[src/logic/supply_monitor_defs.svh]
// Register map, field positions, reset values and timing of the monitor
`ifndef SUPPLY_MONITOR_DEFS_SVH
`define SUPPLY_MONITOR_DEFS_SVH

// ****************************************************************
// Register offsets
// ****************************************************************
`define SVM_ADDR_STATUS 4'h0
`define SVM_ADDR_ENABLE 4'h1
`define SVM_ADDR_CTRL0 4'h2
`define SVM_ADDR_CTRL1 4'h3
`define SVM_ADDR_CTRL2 4'h4
`define SVM_ADDR_IRQ_STAT 4'h5
`define SVM_ADDR_IRQ_MASK 4'h6

// ****************************************************************
// Field positions
// ****************************************************************
`define SVM_STAT_LVL1 0
`define SVM_STAT_LVL2 1
`define SVM_EN_SETTLED_LO 4
`define SVM_IRQ_DET1 0
`define SVM_IRQ_DET2 1

// ****************************************************************
// Reset values
// ****************************************************************
`define SVM_ENABLE_RST 3'h1
`define SVM_CTRL0_RST 8'h01
`define SVM_CTRLX_RST 8'h00
`define SVM_IRQ_RST 2'h0

// ****************************************************************
// Timing
// ****************************************************************
`define SVM_CLK_PERIOD_NS 5
`define SVM_RESTART_SLOW 6'h20
`define SVM_SAMPLE_PERIODS 6'h04
`define SVM_FILT_TAPS 4

`endif

[src/logic/supply_monitor_pkg.sv]
// Types shared by the supply monitor modules
package supply_monitor_pkg;

    // Per-detector control byte
    typedef struct packed {
        logic [1:0] spare;
        logic fall_sel;
        logic rst_mode;
        logic [1:0] div_sel;
        logic filt_en;
        logic act_en;
    } det_ctrl_s;

    // Level and crossing pulses of one detector
    typedef struct packed {
        logic level;
        logic rise;
        logic fall;
    } det_evt_s;

    // Restart sequencer, Gray along idle, hold, count
    typedef enum logic [1:0] {
        RST_IDLE = 2'h0,
        RST_HOLD = 2'h1,
        RST_COUNT = 2'h3
    } rst_state_e;

endpackage : supply_monitor_pkg

[src/logic/level_filter.sv]
// Synchroniser, sampling filter and crossing detector for one comparator
`timescale 1ns/10ps
`default_nettype none
`include "supply_monitor_defs.svh"

module level_filter (
    input wire logic clk,
    input wire logic resetn,
    input wire logic slow_edge,
    input wire logic [1:0] div_sel,
    input wire logic filt_en,
    input wire logic raw,
    output var supply_monitor_pkg::det_evt_s evt
);

    logic sync1;
    logic sync2;
    logic [5:0] pre;
    logic tick;
    logic [`SVM_FILT_TAPS-1:0] samples;
    logic filt_level;
    logic level;
    logic prev;

    // **********
    // Synchroniser, reset high so power-up gives no false fall
    // **********
    always_ff @(posedge clk or negedge resetn) begin
        if (!resetn) begin
            sync1 <= 1'b1;
            sync2 <= 1'b1;
        end else begin
            sync1 <= raw; // see [RQ14]
            sync2 <= sync1;
        end
    end

    // **********
    // Sample tick every four divided slow periods
    // **********
    assign tick = slow_edge &&
        (pre == (`SVM_SAMPLE_PERIODS << div_sel) - 6'h01); // see [RQ7]

    always_ff @(posedge clk or negedge resetn) begin
        if (!resetn) begin
            pre <= 6'h00;
        end else if (tick) begin
            pre <= 6'h00;
        end else if (slow_edge) begin
            pre <= pre + 6'h01;
        end
    end

    // **********
    // Filter: level moves only on a full run of equal samples
    // **********
    always_ff @(posedge clk or negedge resetn) begin
        if (!resetn) begin
            samples <= '1;
        end else if (tick) begin
            samples <= {samples[`SVM_FILT_TAPS-2:0], sync2}; // see [RQ14]
        end
    end

    always_ff @(posedge clk or negedge resetn) begin
        if (!resetn) begin
            filt_level <= 1'b1;
        end else if (samples == '1) begin
            filt_level <= 1'b1; // see [RQ14]
        end else if (samples == '0) begin
            filt_level <= 1'b0;
        end
    end

    // Bypass trades noise immunity for a response in two clocks
    assign level = filt_en ? filt_level : sync2; // see [RQ7]

    // **********
    // Crossing detection in both directions
    // **********
    always_ff @(posedge clk or negedge resetn) begin
        if (!resetn) begin
            prev <= 1'b1;
            evt <= '{level: 1'b1, rise: 1'b0, fall: 1'b0};
        end else begin
            prev <= level;
            evt.level <= level;
            evt.rise <= level && !prev; // see [RQ4]
            evt.fall <= !level && prev; // see [RQ4]
        end
    end

endmodule : level_filter
`default_nettype wire

[src/logic/supply_voltage_monitor_logic.sv]
// Digital part of a three-level supply supervisor: resets, interrupts, status
//
// Contract
// [RQ1] Detector zero holds reset while supply is low, releases after it rises.
// [RQ2] Detectors one/two in reset mode reset on fall, restart after fixed delay.
// [RQ3] Without detector zero, detector one reset follows supply like zero does.
// [RQ4] Every threshold detects both falling and rising crossings as events.
// [RQ5] Filter on: interrupt detector requests on both crossing directions.
// [RQ6] Filter off: interrupt detector requests on one selected direction only.
// [RQ7] Filter switchable; sampling period is four slow periods divided by 1-8.
// [RQ8] Three-detector variant: readable level-one flag; none for detector zero.
// [RQ9] A readable level-two flag exists in every variant.
// [RQ10] Level-two flag tracks comparator when enabled, reads 1 when disabled.
// [RQ11] Level-two status survives software, watchdog and detector resets.
// [RQ12] After supply rises, count 32 slow clocks before releasing reset.
// [RQ13] Detector two waits a settling delay after enable goes from 0 to 1.
// [RQ14] Comparators synchronised; filtered level needs four equal samples.
//
// Strobed register access and the placing of the registers were chosen for this implementation.
`timescale 1ns/10ps
`default_nettype none
`include "supply_monitor_defs.svh"

module supply_voltage_monitor_logic #(
    parameter bit HAS_DET0 = 1'b1,
    parameter int SETTLE_NS = 100000,
    parameter int ADDR_W = 4,
    parameter int DATA_W = 8
) (
    input wire logic clk,
    input wire logic resetn,
    input wire logic slow_osc_clock,
    input wire logic [2:0] cmp_above,
    input wire logic [ADDR_W-1:0] addr,
    input wire logic [DATA_W-1:0] wr_data,
    input wire logic wr_stb,
    input wire logic rd_stb,
    output logic [DATA_W-1:0] rd_data,
    output logic sys_reset_req,
    output logic irq
);

    localparam int SETTLE_CYCLES =
        (SETTLE_NS + `SVM_CLK_PERIOD_NS - 1) / `SVM_CLK_PERIOD_NS;
    localparam int SETTLE_W = $clog2(SETTLE_CYCLES + 1);

    // **********
    // Declarations
    // **********
    logic slow_q;
    logic slow_edge;
    logic [2:0] detect_enable_reg;
    logic [2:0] en_q;
    logic [2:0] settled;
    logic [2:0] active;
    supply_monitor_pkg::det_ctrl_s ctrl [3];
    supply_monitor_pkg::det_evt_s evt [3];
    logic [1:0] irq_stat;
    logic [1:0] irq_mask;
    logic [1:0] irq_set;
    logic level1_compare_flag;
    logic level2_compare_flag;
    logic below_hold;
    logic timed_trig;
    supply_monitor_pkg::rst_state_e state;
    supply_monitor_pkg::rst_state_e next_state;
    logic [5:0] restart_cnt;
    logic stat_rd;

    // **********
    // Helpers
    // **********
    // Interrupt hit of one detector from its control byte and crossings
    function automatic logic irq_hit(
        input supply_monitor_pkg::det_ctrl_s c,
        input supply_monitor_pkg::det_evt_s e
    );
        logic hit;
        hit = 1'b0;
        if (c.act_en && !c.rst_mode) begin
            if (c.filt_en) begin
                hit = e.rise || e.fall; // see [RQ5]
            end else if (c.fall_sel) begin
                hit = e.fall; // see [RQ6]
            end else begin
                hit = e.rise; // see [RQ6]
            end
        end
        return hit;
    endfunction : irq_hit

    // Reset-mode fall of one detector
    function automatic logic rst_fall(
        input supply_monitor_pkg::det_ctrl_s c,
        input supply_monitor_pkg::det_evt_s e
    );
        return c.act_en && c.rst_mode && e.fall;
    endfunction : rst_fall

    // **********
    // Slow oscillator edge, sampled as an ordinary input
    // **********
    always_ff @(posedge clk or negedge resetn) begin
        if (!resetn) begin
            slow_q <= 1'b0;
        end else begin
            slow_q <= slow_osc_clock;
        end
    end

    assign slow_edge = slow_osc_clock && !slow_q;

    // **********
    // Detector channels and settling after enable
    // **********
    generate
        for (genvar i = 0; i < 3; i++) begin : g_det
            logic [SETTLE_W-1:0] settle_cnt;

            level_filter u_filter (
                .clk(clk),
                .resetn(resetn),
                .slow_edge(slow_edge),
                .div_sel(ctrl[i].div_sel),
                .filt_en(ctrl[i].filt_en),
                .raw(cmp_above[i]),
                .evt(evt[i])
            );

            // A fresh enable restarts the wait; settled drops one clock after enable clears
            always_ff @(posedge clk or negedge resetn) begin
                if (!resetn) begin
                    settle_cnt <= '0;
                end else if (!detect_enable_reg[i]) begin
                    settle_cnt <= '0;
                end else if (!en_q[i]) begin
                    settle_cnt <= SETTLE_W'(SETTLE_CYCLES); // see [RQ13]
                end else if (settle_cnt != '0) begin
                    settle_cnt <= settle_cnt - 1'b1;
                end
            end

            always_ff @(posedge clk or negedge resetn) begin
                if (!resetn) begin
                    settled[i] <= 1'b0;
                end else begin
                    settled[i] <= detect_enable_reg[i] && en_q[i] &&
                        settle_cnt == '0; // see [RQ13]
                end
            end
        end
    endgenerate

    always_ff @(posedge clk or negedge resetn) begin
        if (!resetn) begin
            en_q <= 3'h0;
        end else begin
            en_q <= detect_enable_reg;
        end
    end

    // Events are ignored until a detector has settled
    assign active = detect_enable_reg & settled; // see [RQ13]

    // **********
    // Reset request conditions
    // **********
    always_comb begin
        below_hold = 1'b0;
        timed_trig = 1'b0;
        if (HAS_DET0) begin
            below_hold = active[0] && ctrl[0].act_en &&
                !evt[0].level; // see [RQ1]
            timed_trig = active[1] && rst_fall(ctrl[1], evt[1]); // see [RQ2]
        end else begin
            below_hold = active[1] && ctrl[1].act_en && ctrl[1].rst_mode &&
                !evt[1].level; // see [RQ3]
        end
        if (active[2] && rst_fall(ctrl[2], evt[2])) begin
            timed_trig = 1'b1; // see [RQ2]
        end
    end

    // **********
    // Restart sequencer
    // **********
    // The level hold always wins over a pending timed restart
    always_comb begin
        next_state = state;
        case (state)
            supply_monitor_pkg::RST_IDLE: begin
                if (below_hold) begin
                    next_state = supply_monitor_pkg::RST_HOLD; // see [RQ1]
                end else if (timed_trig) begin
                    next_state = supply_monitor_pkg::RST_COUNT; // see [RQ2]
                end
            end
            supply_monitor_pkg::RST_HOLD: begin
                if (!below_hold) begin
                    next_state = supply_monitor_pkg::RST_COUNT; // see [RQ12]
                end
            end
            supply_monitor_pkg::RST_COUNT: begin
                if (below_hold) begin
                    next_state = supply_monitor_pkg::RST_HOLD;
                end else if (!timed_trig && slow_edge &&
                    restart_cnt == 6'h01) begin
                    next_state = supply_monitor_pkg::RST_IDLE; // see [RQ12]
                end
            end
            default: begin
                next_state = supply_monitor_pkg::RST_IDLE;
            end
        endcase
    end

    always_ff @(posedge clk or negedge resetn) begin
        if (!resetn) begin
            state <= supply_monitor_pkg::RST_IDLE;
        end else begin
            state <= next_state;
        end
    end

    always_ff @(posedge clk or negedge resetn) begin
        if (!resetn) begin
            restart_cnt <= 6'h00;
        end else if (next_state == supply_monitor_pkg::RST_COUNT &&
            (state != supply_monitor_pkg::RST_COUNT || timed_trig)) begin
            restart_cnt <= `SVM_RESTART_SLOW; // see [RQ12]
        end else if (state == supply_monitor_pkg::RST_COUNT && slow_edge) begin
            restart_cnt <= restart_cnt - 6'h01; // see [RQ2]
        end
    end

    // Request stands for the whole hold and count
    always_ff @(posedge clk or negedge resetn) begin
        if (!resetn) begin
            sys_reset_req <= 1'b0;
        end else begin
            sys_reset_req <= next_state != supply_monitor_pkg::RST_IDLE;
        end
    end

    // **********
    // Status flags
    // **********
    // Built from live levels only; the system reset this block raises
    // never feeds back, so the flags outlive every reset but resetn
    assign level1_compare_flag = HAS_DET0 &&
        (!detect_enable_reg[1] || evt[1].level); // see [RQ8]
    assign level2_compare_flag = !detect_enable_reg[2] ||
        evt[2].level; // see [RQ9] see [RQ10] see [RQ11]

    // **********
    // Interrupt status, read clears, a new set wins
    // **********
    assign irq_set[`SVM_IRQ_DET1] = HAS_DET0 && active[1] &&
        irq_hit(ctrl[1], evt[1]);
    assign irq_set[`SVM_IRQ_DET2] = active[2] && irq_hit(ctrl[2], evt[2]);
    assign stat_rd = rd_stb && addr == `SVM_ADDR_IRQ_STAT;

    always_ff @(posedge clk or negedge resetn) begin
        if (!resetn) begin
            irq_stat <= `SVM_IRQ_RST;
        end else if (stat_rd) begin
            irq_stat <= irq_set;
        end else begin
            irq_stat <= irq_stat | irq_set;
        end
    end

    always_ff @(posedge clk or negedge resetn) begin
        if (!resetn) begin
            irq <= 1'b0;
        end else if (stat_rd) begin
            irq <= |(irq_set & irq_mask);
        end else begin
            irq <= |((irq_stat | irq_set) & irq_mask);
        end
    end

    // **********
    // Register writes
    // **********
    always_ff @(posedge clk or negedge resetn) begin
        if (!resetn) begin
            detect_enable_reg <= `SVM_ENABLE_RST;
        end else if (wr_stb && addr == `SVM_ADDR_ENABLE) begin
            detect_enable_reg <= wr_data[2:0];
        end
    end

    always_ff @(posedge clk or negedge resetn) begin
        if (!resetn) begin
            ctrl[0] <= `SVM_CTRL0_RST;
            ctrl[1] <= `SVM_CTRLX_RST;
            ctrl[2] <= `SVM_CTRLX_RST;
        end else if (wr_stb) begin
            if (addr == `SVM_ADDR_CTRL0) begin
                ctrl[0] <= wr_data;
            end else if (addr == `SVM_ADDR_CTRL1) begin
                ctrl[1] <= wr_data;
            end else if (addr == `SVM_ADDR_CTRL2) begin
                ctrl[2] <= wr_data;
            end
        end
    end

    always_ff @(posedge clk or negedge resetn) begin
        if (!resetn) begin
            irq_mask <= `SVM_IRQ_RST;
        end else if (wr_stb && addr == `SVM_ADDR_IRQ_MASK) begin
            irq_mask <= wr_data[1:0];
        end
    end

    // **********
    // Register reads, data in the next cycle only
    // **********
    always_ff @(posedge clk or negedge resetn) begin
        if (!resetn) begin
            rd_data <= '0;
        end else if (!rd_stb) begin
            rd_data <= '0;
        end else if (addr == `SVM_ADDR_STATUS) begin
            rd_data <= '0;
            rd_data[`SVM_STAT_LVL1] <= level1_compare_flag;
            rd_data[`SVM_STAT_LVL2] <= level2_compare_flag;
        end else if (addr == `SVM_ADDR_ENABLE) begin
            rd_data <= '0;
            rd_data[2:0] <= detect_enable_reg;
            rd_data[`SVM_EN_SETTLED_LO +: 3] <= settled;
        end else if (addr == `SVM_ADDR_CTRL0) begin
            rd_data <= ctrl[0];
        end else if (addr == `SVM_ADDR_CTRL1) begin
            rd_data <= ctrl[1];
        end else if (addr == `SVM_ADDR_CTRL2) begin
            rd_data <= ctrl[2];
        end else if (addr == `SVM_ADDR_IRQ_STAT) begin
            rd_data <= '0;
            rd_data[1:0] <= irq_stat;
        end else if (addr == `SVM_ADDR_IRQ_MASK) begin
            rd_data <= '0;
            rd_data[1:0] <= irq_mask;
        end else begin
            rd_data <= '0;
        end
    end

endmodule : supply_voltage_monitor_logic
`default_nettype wire

[config.mk]
export PLATFORM = sky130hd
export DESIGN_NAME = supply_voltage_monitor_logic
export DESIGN_NICKNAME = d
export VERILOG_FILES = /design/src/logic/supply_monitor_pkg.sv /design/src/logic/level_filter.sv /design/src/logic/supply_voltage_monitor_logic.sv
export VERILOG_INCLUDE_DIRS = /design/src /design/src/logic
export SDC_FILE = /design/constraint.sdc
export NUM_CORES = 1
export LEC_CHECK = 0
export CORE_ASPECT_RATIO = 1.75
export CORE_MARGIN = 4
export CORE_UTILIZATION = 40
export CTS_CLUSTER_SIZE = 10
export DETAILED_ROUTE_END_ITERATION = 16
export DONT_BUFFER_PORTS = 1
export PLACE_DENSITY = 0.61
export SETUP_SLACK_MARGIN = 0.2
export SLEW_MARGIN = 25
export SYNTH_ARGS = -nofsm -noshare
export SYNTH_HDL_FRONTEND = slang
export SYNTH_SLANG_ARGS = --single-unit
[constraint.sdc]
create_clock -name clk -period 3.3 [get_ports clk]
set_input_delay 0.33 -clock clk [delete_from_list [all_inputs] [get_ports clk]]
set_output_delay 0.33 -clock clk [all_outputs]
set_load 0.01 [all_outputs]
# Word level (Yosys, flattened, before mapping)
# Index checks and enable logic that the tools add are counted.
# word_totals
elab_cells,217
output_inout_bits,10
regBits,147
in_bits,20
# classes
shift,3
n_addsub,10
mux,49
eq_ne,20
reduce_logical,73
bitwise_logic,6
# op_table
operator,n
$mux 15,9
$mux 6,8
$mux 8,6
$logic_not 15->1,3
$reduce_bool 15->1,3
$sub 15x1->15 const B,3
$logic_and 1x1->1,33
$sub 6x1->6 const B,4
$add 6x1->6 const B,3
$eq 6x6->1,3
$shl 3x2->6 const A,3
$mux 1,17
$logic_not 4->1,4
$mux 2,8
$reduce_bool 2->1,8
$eq 4x3->1 const B,3
$eq 4x4->1 const B,3
$logic_not 1->1,11
$ne 3x2->1 const B,3
$eq 4x2->1 const B,2
$eq 6x1->1 const B,1
$pmux 2 s3,1
$logic_or 1x1->1,5
$and 2x2->2,2
other kinds (12),15

# Longest topological paths before layout
# Gate-level depths: netlist of run 1.
# depth
ltp_word,13
mapped_depth,8
mapped_depth_nobuf,7

# Hierarchy
# From an unflattened synthesis of run 1, not the netlist that was laid out.
# hier_totals
cells_unflattened,661
hier_area_um2,7161.9
# modules_own_cells
mod,cells_each,area_each_um2,seq_area_each_um2,instances
supply_voltage_monitor_logic,490,5052.3,2529.9,1
level_filter,57,703.2,410.4,3

# Least setup slack after synthesis of run 1
# OpenSTA, ideal clock, no wires.
# synth_path
path_kind,reg2reg
startpoint,reg g_det[2].settle_cnt[0]
endpoint,reg g_det[2].settle_cnt[12]
slack_ps,1373
arrival_ps,1848
stages_incl_launch_ff,7
required_time_ps,3220
cell_sequence,dfrtp_1 inv_1 ha_1 or4b_1 nand3b_1 or3_1 a21oi_1
# synth_via
elab_chain_len,4
# synth_rtl
element,line,source
"start, declared",supply_voltage_monitor_logic.sv:118,logic [SETTLE_W-1:0] settle_cnt;
"start signal, assigned",supply_voltage_monitor_logic.sv:137,settle_cnt <= SETTLE_W'(SETTLE_CYCLES);
"start signal, assigned",supply_voltage_monitor_logic.sv:139,settle_cnt <= settle_cnt - 1'b1;
$sub 15x1->15,supply_voltage_monitor_logic.sv:139,
$mux 15,supply_voltage_monitor_logic.sv:138,end else if (settle_cnt != '0) begin
$mux 15,supply_voltage_monitor_logic.sv:136,end else if (!en_q[i]) begin
$mux 15,supply_voltage_monitor_logic.sv:134,end else if (!detect_enable_reg[i]) begin
# Several ways; a longest one is shown, not always the timed one. The select of a mux whose other input is x is not followed.
# A chain may end at the register's enable or synchronous reset.

# Worst setup path after layout of run 1
# layout_path
startpoint,reg g_det[2].settle_cnt[0]
endpoint,reg g_det[2].settle_cnt[10]
# Same word-level chain as after synthesis.

==> results of run 1 <==
critical path: stages (launching register included):
cell      delay, ns
dfrtp_1        0.42
inv_1          0.08
ha_1           0.16
or4b_1         0.53
nand3b_1       0.34
o21ai_0        0.46
a21oi_1        0.09
metal layers:
| layer | GRT usage [%] | up-vias | part of all wire, % |
|---|---|---|---|
| met3 | 4.95 | 21 | 4.3 |
| met2 | 27.8 | 82 | 54 |
| met5 | 0 | - | 0 |
| met1 | 17.4 | 2447 | 40 |
| li1 | - | 2335 | - |
| met4 | 6.86 | 0 | 2.4 |
final cells by class:
| class | count | area, um2 | area share [%] |
|---|---|---|---|
| sequential | 147 | 3710 | 48.2 |
| clock buffer | 20 | 447 | 5.80 |
| multi-input combinational | 470 | 2960 | 38.4 |
| inverter | 20 | 75.1 | 0.975 |
| clock inverter | 12 | 181 | 2.36 |
| timing repair buffer | 5 | 47.5 | 0.617 |
| tap | 224 | 280 | 3.64 |
synthesized netlist by cell type, drive strengths merged (10+ instances only):
cell / instances / area (um2)
clkbuf: 11 / 41.3
nand3: 12 / 60.1
o21ai: 31 / 155
nand4: 10 / 62.6
dfrtp: 121 / 3030
dfstp: 26 / 683
mux2: 35 / 394
inv: 20 / 75.1
xnor2: 13 / 114
nor4: 10 / 75.1
nand2: 89 / 334
nand2b: 12 / 75.1
nor2: 60 / 230
nor3: 18 / 90.1
xor2: 23 / 201
or3: 17 / 106
a21oi: 41 / 205
power breakdown:
part	switching (mW)	leakage, nW	internal, mW
clock network	0.743	0.304	1.29
registers	0.478	1.85	2.26
logic	0.903	1.18	0.800
metrics by stage:
stage / hold slack, ns / area (um2) / power (mW) / std cells
global placement: 0.0394 / 7040 / 4.36 / 862
CTS: -0.410 / 7700 / 6.52 / 898
floorplan: 0.0344 / 6800 / 4.04 / 650
global route: -0.419 / 7700 / 6.89 / 898
detailed placement: 0.0395 / 7040 / 4.45 / 862
finish: -0.391 / 7700 / 6.47 / 898
kinds of logic (layout without fill, tap and decap cells):
group           Yosys count  count (layout)
compound gates          120             120
xor+xnor                 36              36
fa+ha+maj                 8               8
buf+inv                  33              57
flops                   147             147
mux                      40              40
simple gates            266             266
worst paths after layout:
| kind | cells after the start | slack, ns | to | from |
|---|---|---|---|---|
| worst max-delay path | 6 | 1.09 | g_det[2].settle_cnt[10] | g_det[2].settle_cnt[0] |
| worst min-delay path | 0 | -0.39 | g_det[2].settle_cnt[8] | resetn |
| worst max register to register | 6 | 1.09 | g_det[2].settle_cnt[10] | g_det[2].settle_cnt[0] |
| worst min register to register | 0 | 0.36 | g_det[1].u_filter.sync2 | g_det[1].u_filter.sync1 |
| max in group asynchronous | 0 | 3.39 | g_det[1].u_filter.filt_level | resetn |
| min in group clk | 1 | 0.07 | ctrl[4] | wr_data[4] |
==> impl_metrics.csv, run 1 <==
group,metric,value,unit
run_status,outcome,"finished, violations left",
run_status,violations,"negative hold slack",
clock_tree,cts_hold_buf,4,
synth,synth_compound_area_share,11.3,%
flow_run,max-cap-violations,0,
power,p_leak,3.34,nW
power,vdd_drop_max,358,uV
clock_tree,cts_setup_buffers,0,
floorplan,design.core.area,0.0165,mm2
finish,area_delta_synth_final,13.3,%
global_routing,grt_usage,15.8,%
power,power_density,840,mW/mm2
timing,relSlewSlack,42.0,%
synth,syn_area_per_cell,10.5,um2
placement,pre_cts_slack,1.09,ns
clock_tree,cts_buffers,17,
synth,synthArstFlopShare,100,%
critical_path,critPathKind,"reg -> reg",
floorplan,dieArea,0.0192,mm2
finish,largest_reg_flops,45,
finish,layout-drive-gt1-share,16.5,%
floorplan,ios,30,
global_routing,grt_pass1_vias,4978,
finish,postLayoutCoreUtil,46.6,%
placement,place_hpwl,10.4,mm
critical_path,critPathLaunchType,"register",
synth,syn_inst,650,
synth,synth_edf_count,0,
floorplan,chipWidth,107,um
timing,final.setup_skew,0.00983,ns
synth,synth.distinct_cells,61,
synth,synthSimpleGateAreaFrac,19.6,%
clock_tree,cts_sinks,147,
clock_tree,cts_resized,0,
drt,drcViolationCount,0,
clock_tree,clockBufferDepth,2,
synth,synth-xor-area-share,4.64,%
timing,finalSetupViolations,0,
critical_path,crit_required,3.57,ns
clock_tree,clock_latency,0.41,ns
timing,drv_slew,0,
synth,synth_fa_ha_area_share,1.47,%
timing,fmax,453,MHz
drt,drt_iter0_drc,227,
global_routing,antenna_found_initial,0,
timing,worst_pin_slew,0.868,ns
drt,wl,14.6,mm
drt,dr.pass1.iters,4,
finish,layout_commonest_cell,"dfrtp_1",
critical_path,arrival,2.48,ns
timing,fin_crit,2.21,ns
timing,whs,-0.391,ns
synth,yosysSeqAreaShare,54.6,%
timing,hold_violations,147,
synth,synth_top_family_by_area,"simple AND/OR/NAND/NOR gates",
finish,final_nets,689,
clock_tree,tritoncts,"built",
finish,antenna_cells,0,
drt,wl_per_cell,16.3,um
placement,place_congestion,0.819,
global_routing,grt.overflow.total,0,
finish,regMostFlops,"g_det.settle_cnt",
drt,dr_total_vias,4885,
floorplan,rows,62,
clock_tree,path_clk_slew,0.06,ns
critical_path,crit_fanout,7,
global_routing,grt_max_degree,148,
critical_path,worstSetupEndpointType,"register",
synth,ys_ff_latch,147,
synth,syn_nets,678,
timing,rsz0062_at_grt,"false",
finish,final_cell_mix,"dfrtp_1, nand2_1, nor2_1",
timing,worst_slack,1.09,ns
placement,io_buffers,0,
floorplan,start_util,41.1,%
floorplan,fp.dieH,180,um
timing,post-route-period-util,66.9,%
clock_tree,clockRootBuffer,"clkbuf_16",
worst_hold_path,hp-class,"in -> async",
finish,n_fill_cell,1494,
finish,reg_top3,"g_det.settle_cnt: 45 flops, ctrl: 24 flops, g_det.u_filter.pre: 18 flops",
synth,netlist_area,0.00680,mm2
drt,drtAntennaViolNets,0,
timing,setup_tns,0,ns
synth,yosysWarnings,0,
synth,synthFlopType,"dfrtp_1",
clock_tree,htree_levels,4,
global_routing,grt_pass1_wl,24.2,mm
drt,via_per_inst,5.44,
synth,synth_mux_area_share,6.53,%
Note: power is estimated with default switching activity, not from simulation.
==> run 2, diff against run 1 <==
ABC_AREA = 1   (was default)
PLACE_DENSITY = 0.63   (was 0.61)
clock period = 2 ns   (was 3.3 ns; I/O delays follow)
==> impl_metrics.csv, run 2 <==
group,metric,value,unit
synth,ys_ff_latch,147,
critical_path,worstReg2RegEnd,"g_det[2].settle_cnt[10]",
finish,reg_top3,"g_det.settle_cnt: 45 flops, ctrl: 24 flops, g_det.u_filter.pre: 18 flops",
timing,fin_crit,1.65,ns
synth,syn_nets,938,
power,power_density,1200,mW/mm2
placement,io_buffers,0,
floorplan,fp.dieH,186,um
power,vdd_drop_max,557,uV
floorplan,design.core.area,0.0180,mm2
synth,yosysMostFrequentCell,"nand2_1",
clock_tree,clockBufferDepth,2,
worst_hold_path,hp-class,"in -> async",
timing,hold_violations,147,
finish,postLayoutCoreUtil,45.8,%
timing,relSlewSlack,70.9,%
synth,yosysWarnings,0,
timing,whs,-0.527,ns
synth,netlist_area,0.00726,mm2
drt,wl,16.5,mm
critical_path,worst_r2r_path_depth,9,
global_routing,grt_pass1_wl,27.7,mm
clock_tree,tritoncts,"built",
timing,setup_tns,0,ns
global_routing,grt_usage,17.4,%
flow_run,max-cap-violations,0,
synth,synth_top_area_share,41.7,%
global_routing,grt_max_degree,148,
critical_path,r2r_slack,0.35,ns
synth,synth.top_cells.by_area,"dfrtp_1, nand2_1, dfstp_2",
timing,rsz0062_at_grt,"false",
finish,layout_commonest_cell,"nand2_1",
floorplan,dieArea,0.0205,mm2
timing,fmax,605,MHz
timing,worst_pin_slew,0.436,ns
placement,dp.cells,1138,
timing,drv_slew,0,
finish,area_delta_synth_final,13.3,%
finish,final_cell_mix,"nand2_1, inv_1, dfrtp_1",
global_routing,grt.overflow.total,0,
drt,drt_iter0_drc,275,
finish,antenna_cells,0,
drt,drcViolationCount,0,
synth,synthFlopType,"dfrtp_1",
global_routing,grt_pass1_vias,5855,
clock_tree,cts_sinks,147,
finish,finalNonFillerCells,1180,
floorplan,start_util,40.4,%
critical_path,crit_required,2.32,ns
drt,drtAntennaViolNets,0,
clock_tree,htree_levels,4,
placement,place_congestion,0.874,
floorplan,rows,65,
floorplan,chipWidth,110,um
timing,final.setup_skew,0.0115,ns
finish,final_nets,961,
run_status,violations,"negative hold slack",
finish,largest_reg_flops,45,
power,p_leak,4.21,nW
run_status,outcome,"finished, violations left",
critical_path,worstSetupEndpointType,"register",
synth,yosysSeqAreaShare,51.1,%
clock_tree,clockRootBuffer,"clkbuf_16",
timing,finalSetupViolations,0,
finish,regMostFlops,"g_det.settle_cnt",
global_routing,antenna_found_initial,0,
synth,syn_area_per_cell,7.98,um2
critical_path,arrival,1.97,ns
floorplan,ios,30,
finish,layout-drive-gt1-share,10.9,%
clock_tree,path_clk_slew,0.06,ns
critical_path,crit_fanout,4,
clock_tree,clock_latency,0.43,ns
placement,placed_area,0.00751,mm2
finish,design_area,0.00823,mm2
clock_tree,cts_hold_buf,7,
drt,wl_per_cell,14.0,um
clock_tree,cts_buffers,17,
critical_path,critPathLaunchType,"register",
synth,yosysTopAreaCell,"dfrtp_1",
placement,place_hpwl,12.0,mm
synth,syn_inst,910,
timing,post-route-period-util,82.7,%
critical_path,critPathKind,"reg -> reg",
synth,synth_edf_count,0,
synth,synth.distinct_cells,34,
drt,dr_total_vias,5883,
critical_path,timing.rr.start,"g_det[2].settle_cnt[0]",
drt,via_per_inst,4.99,
synth,synth_common_cells,"nand2_1, inv_1, dfrtp_1",
synth,synthArstFlopShare,100,%
drt,dr.pass1.iters,5,
## run 2: cells by family (layout without fill, tap and decap cells)
| kind of cell | Yosys count | after routing | synth area share [%] |
|---|---|---|---|
| AND/OR/NAND/NOR | 446 | 446 | 26.9 |
| buffers and inverters | 160 | 196 | 8.79 |
| flip-flops | 147 | 147 | 51.1 |
| AO/OA/AOI/OAI | 133 | 133 | 9.92 |
| XOR/XNOR | 15 | 15 | 1.81 |
| adder cells (fa/ha/maj) | 8 | 8 | 1.38 |
| multiplexers | 1 | 1 | 0.138 |
## run 2: area by class of cell
cell class,count,area (um2)
Inverter,150,563
Fill cell,1796,9740
Timing Repair Buffer,14,123
Clock buffer,19,453
Sequential cell,147,3710
Multi-Input combinational cell,603,2940
Tap cell,234,293
Clock inverter,13,150
## run 2: what timing repair did
action	in CTS	in global routing
buffers inserted	0	3
endpoints found under the setup margin	0	23
endpoints found under the hold margin	163	147
gates resized for setup	0	9
## run 2: worst max-delay path by stage
| stage | startpoint | to | slack, ns |
|---|---|---|---|
| 3_5_place_dp | g_det[0].settle_cnt[0] | g_det[0].settle_cnt[11] | 0.28 |
| 6_report | g_det[2].settle_cnt[0] | g_det[2].settle_cnt[10] | 0.35 |
| 3_3_place_gp | g_det[0].settle_cnt[0] | g_det[0].settle_cnt[10] | 0.32 |
| 5_1_grt | g_det[2].settle_cnt[0] | g_det[2].settle_cnt[13] | 0.16 |
| 2_1_floorplan | g_det[2].settle_cnt[0] | g_det[2].settle_cnt[13] | 0.53 |
| 4_1_cts | g_det[0].settle_cnt[0] | g_det[0].settle_cnt[11] | 0.28 |
## run 2: per-stage QoR
stage               worst slack [ns]  power (mW)
detailed placement             0.279        6.60
floorplan                      0.526        5.99
finish                         0.346        9.88
CTS                            0.278        9.91
global placement               0.317        6.57
global route                   0.161        10.6
## run 2: routing by layer
| layer | GRT usage, % | wire length [um] | vias to the layer above |
|---|---|---|---|
| li1 | - | - | 2950 |
| met1 | 18.9 | 6550 | 2787 |
| met2 | 31.5 | 8810 | 107 |
| met3 | 3.90 | 581 | 39 |
| met4 | 7.99 | 537 | 0 |
| met5 | 0 | 0 | - |
## run 2: report_power, final
group          switching, mW  internal (mW)  total (mW)
registers              0.551           3.56        4.11
clock network           1.32           1.92        3.24
logic                   1.57          0.946        2.52
## run 2: worst max-delay path, cell delays in order (launching register included)
cell     delay, ns
dfrtp_1       0.37
inv_1         0.11
ha_2          0.22
nand3_1       0.15
nor2_1        0.28
nand2_1       0.11
a21oi_1       0.12
o21ai_0       0.09
nand2_1       0.06
inv_1         0.03
==> run 3, diff against run 2 <==
clock period = 1.35 ns   (was 2 ns; I/O delays follow)
==> impl_metrics.csv, run 3 (synthesis gave the netlist of run 2 again) <==
group,metric,value,unit
run_status,outcome,"finished, violations left",
run_status,violations,"negative hold slack, negative setup slack",
global_routing,grt.overflow.total,0,
timing,drv_slew,0,
timing,final.setup_skew,0.00759,ns
drt,wl,19.0,mm
timing,worst_slack,-0.114,ns
critical_path,critPathKind,"reg -> reg",
finish,largest_reg_flops,45,
finish,reg_top3,"g_det.settle_cnt: 45 flops, ctrl: 24 flops, g_det.u_filter.pre: 18 flops",
critical_path,worstSetupEndpointType,"register",
floorplan,rows,65,
clock_tree,htree_levels,4,
timing,finalSetupViolations,46,
clock_tree,cts_buffers,17,
clock_tree,cts_sinks,147,
timing,hold_violations,147,
critical_path,startpoint,"g_det[2].settle_cnt[1]",
clock_tree,tritoncts,"built",
power,power_density,1720,mW/mm2
placement,io_buffers,0,
finish,postLayoutCoreUtil,56.8,%
drt,via_per_inst,5.02,
finish,antenna_cells,0,
critical_path,path_cells,"inv_2 -> ha_4 -> nand2_4 -> nor2_4 -> nand3_2 -> nor2_4 -> buf_4 -> buf_6 -> nand3_2 -> nand2_1 -> a21oi_1",
power,p_leak,5.01,nW
drt,dr.pass1.iters,5,
power,power,17.6,mW
placement,place_hpwl,12.8,mm
drt,drtAntennaViolNets,0,
timing,post-route-period-util,108,%
clock_tree,cts_hold_buf,15,
timing,fmax,683,MHz
critical_path,critPathLaunchType,"register",
placement,place_congestion,0.937,
finish,layout_commonest_cell,"nand2_1",
finish,final_cell_mix,"nand2_1, inv_1, dfrtp_1, buf_4, o21ai_0",
global_routing,antenna_found_initial,0,
clock_tree,clock_latency,0.43,ns
timing,worst_pin_slew,0.474,ns
floorplan,start_util,40.4,%
worst_hold_path,hp-class,"in -> async",
critical_path,crit_fanout,3,
drt,dr_total_vias,6566,
global_routing,grt_pass1_vias,6613,
clock_tree,clockRootBuffer,"clkbuf_16",
finish,area_delta_synth_final,40.6,%
drt,drt_iter0_drc,293,
critical_path,arrival,1.79,ns
timing,relSlewSlack,68.4,%
floorplan,fp.dieH,186,um
critical_path,crit_required,1.67,ns
floorplan,design.core.area,0.0180,mm2
finish,layout-drive-gt1-share,39.9,%
floorplan,chipWidth,110,um
flow_run,max-cap-violations,0,
critical_path,timing.rr.start,"g_det[2].settle_cnt[1]",
global_routing,grt_pass1_wl,30.7,mm
critical_path,slowest_delay,0.37,ns
clock_tree,clockBufferDepth,2,
drt,wl_per_cell,14.5,um
timing,setup_tns,-2.13,ns
critical_path,cpMaxStageDelayCell,"dfrtp_1",
timing,rsz0062_at_grt,"true",
timing,fin_crit,1.46,ns
floorplan,dieArea,0.0205,mm2
placement,pre_cts_slack,-0.198,ns
finish,regMostFlops,"g_det.settle_cnt",
timing,whs,-0.605,ns
finish,final_nets,1088,
clock_tree,path_clk_slew,0.07,ns
global_routing,grt_max_degree,148,
floorplan,ios,30,
global_routing,grt_usage,19.3,%
drt,drcViolationCount,0,
power,vdd_drop_max,658,uV
==> run 3: cell count changes in the layout (fill, tap and decap cells not counted), moves of 22 or more <==
cell and delta:
buf_4 +101, nand2_1 -48, nor2_1 -44, nand2_2 +36
inv_1 -35, inv_2 +28, nand3_1 -25, o21ai_0 -23
nor2_2 +22, nor2_4 +22
==> run 3: where the power goes <==
group | leakage (nW) | internal (mW) | switching [mW] | total (mW)
Clock | 0.278 | 2.66 | 1.99 | 4.65
Sequential | 1.81 | 5.30 | 0.815 | 6.12
Combinational | 2.93 | 3.16 | 3.67 | 6.84
Total | 5.01 | 11.1 | 6.48 | 17.6
==> run 3: final cells by class <==
type | instances | area (um2)
clock buffer | 19 | 453
fill | 1571 | 7760
tap | 234 | 293
inverter | 150 | 593
clock inverter | 13 | 126
timing repair buffer | 140 | 1170
sequential | 147 | 3730
multi-input combinational | 604 | 3850
==> run 3: metrics by stage <==
stage                     area [um2]  cells
after global routing           10200   1307
after CTS                       9640   1292
final                          10200   1307
after floorplan                 7450    910
after detailed placement        8370   1227
after global placement          8370   1227
==> run 3: timing repair <==
item | in CTS | in global routing
pin swaps | 56 | 49
setup buffers | 17 | 15
cloned | 1 | 0
gates resized for setup | 117 | 150
endpoints found under the hold margin | 179 | 147
setup endpoints to repair | 88 | 88
==> run 3: worst max-delay path, delay by kind of cell (launching register included) <==
kind                     cells  cell delay [ns]
AND/OR/NAND/NOR              6             0.48
flip-flops                   1             0.37
buffers and inverters        3             0.28
adder cells (fa/ha/maj)      1             0.17
AO/OA/AOI/OAI                1             0.04
==> run 3: final timing paths <==
path | end | slack, ns | cells past startpoint
setup / recovery | g_det[2].settle_cnt[12] | -0.11 | 11
hold / removal | g_det[0].settle_cnt[12] | -0.61 | 0
setup reg to reg | g_det[2].settle_cnt[12] | -0.11 | 11
hold reg to reg | g_det[2].u_filter.sync2 | 0.35 | 0
max in group asynchronous | g_det[2].u_filter.samples[3] | 1.66 | 0
min in group clk | irq_mask[0] | 0.01 | 3
==> run 3: per-layer routing <==
layer / track usage [%] / part of all wire [%]
met1: 20.7 / 38
met2: 35.5 / 55
met3: 4.01 / 3.4
met4: 9.09 / 4.1
met5: 0 / 0
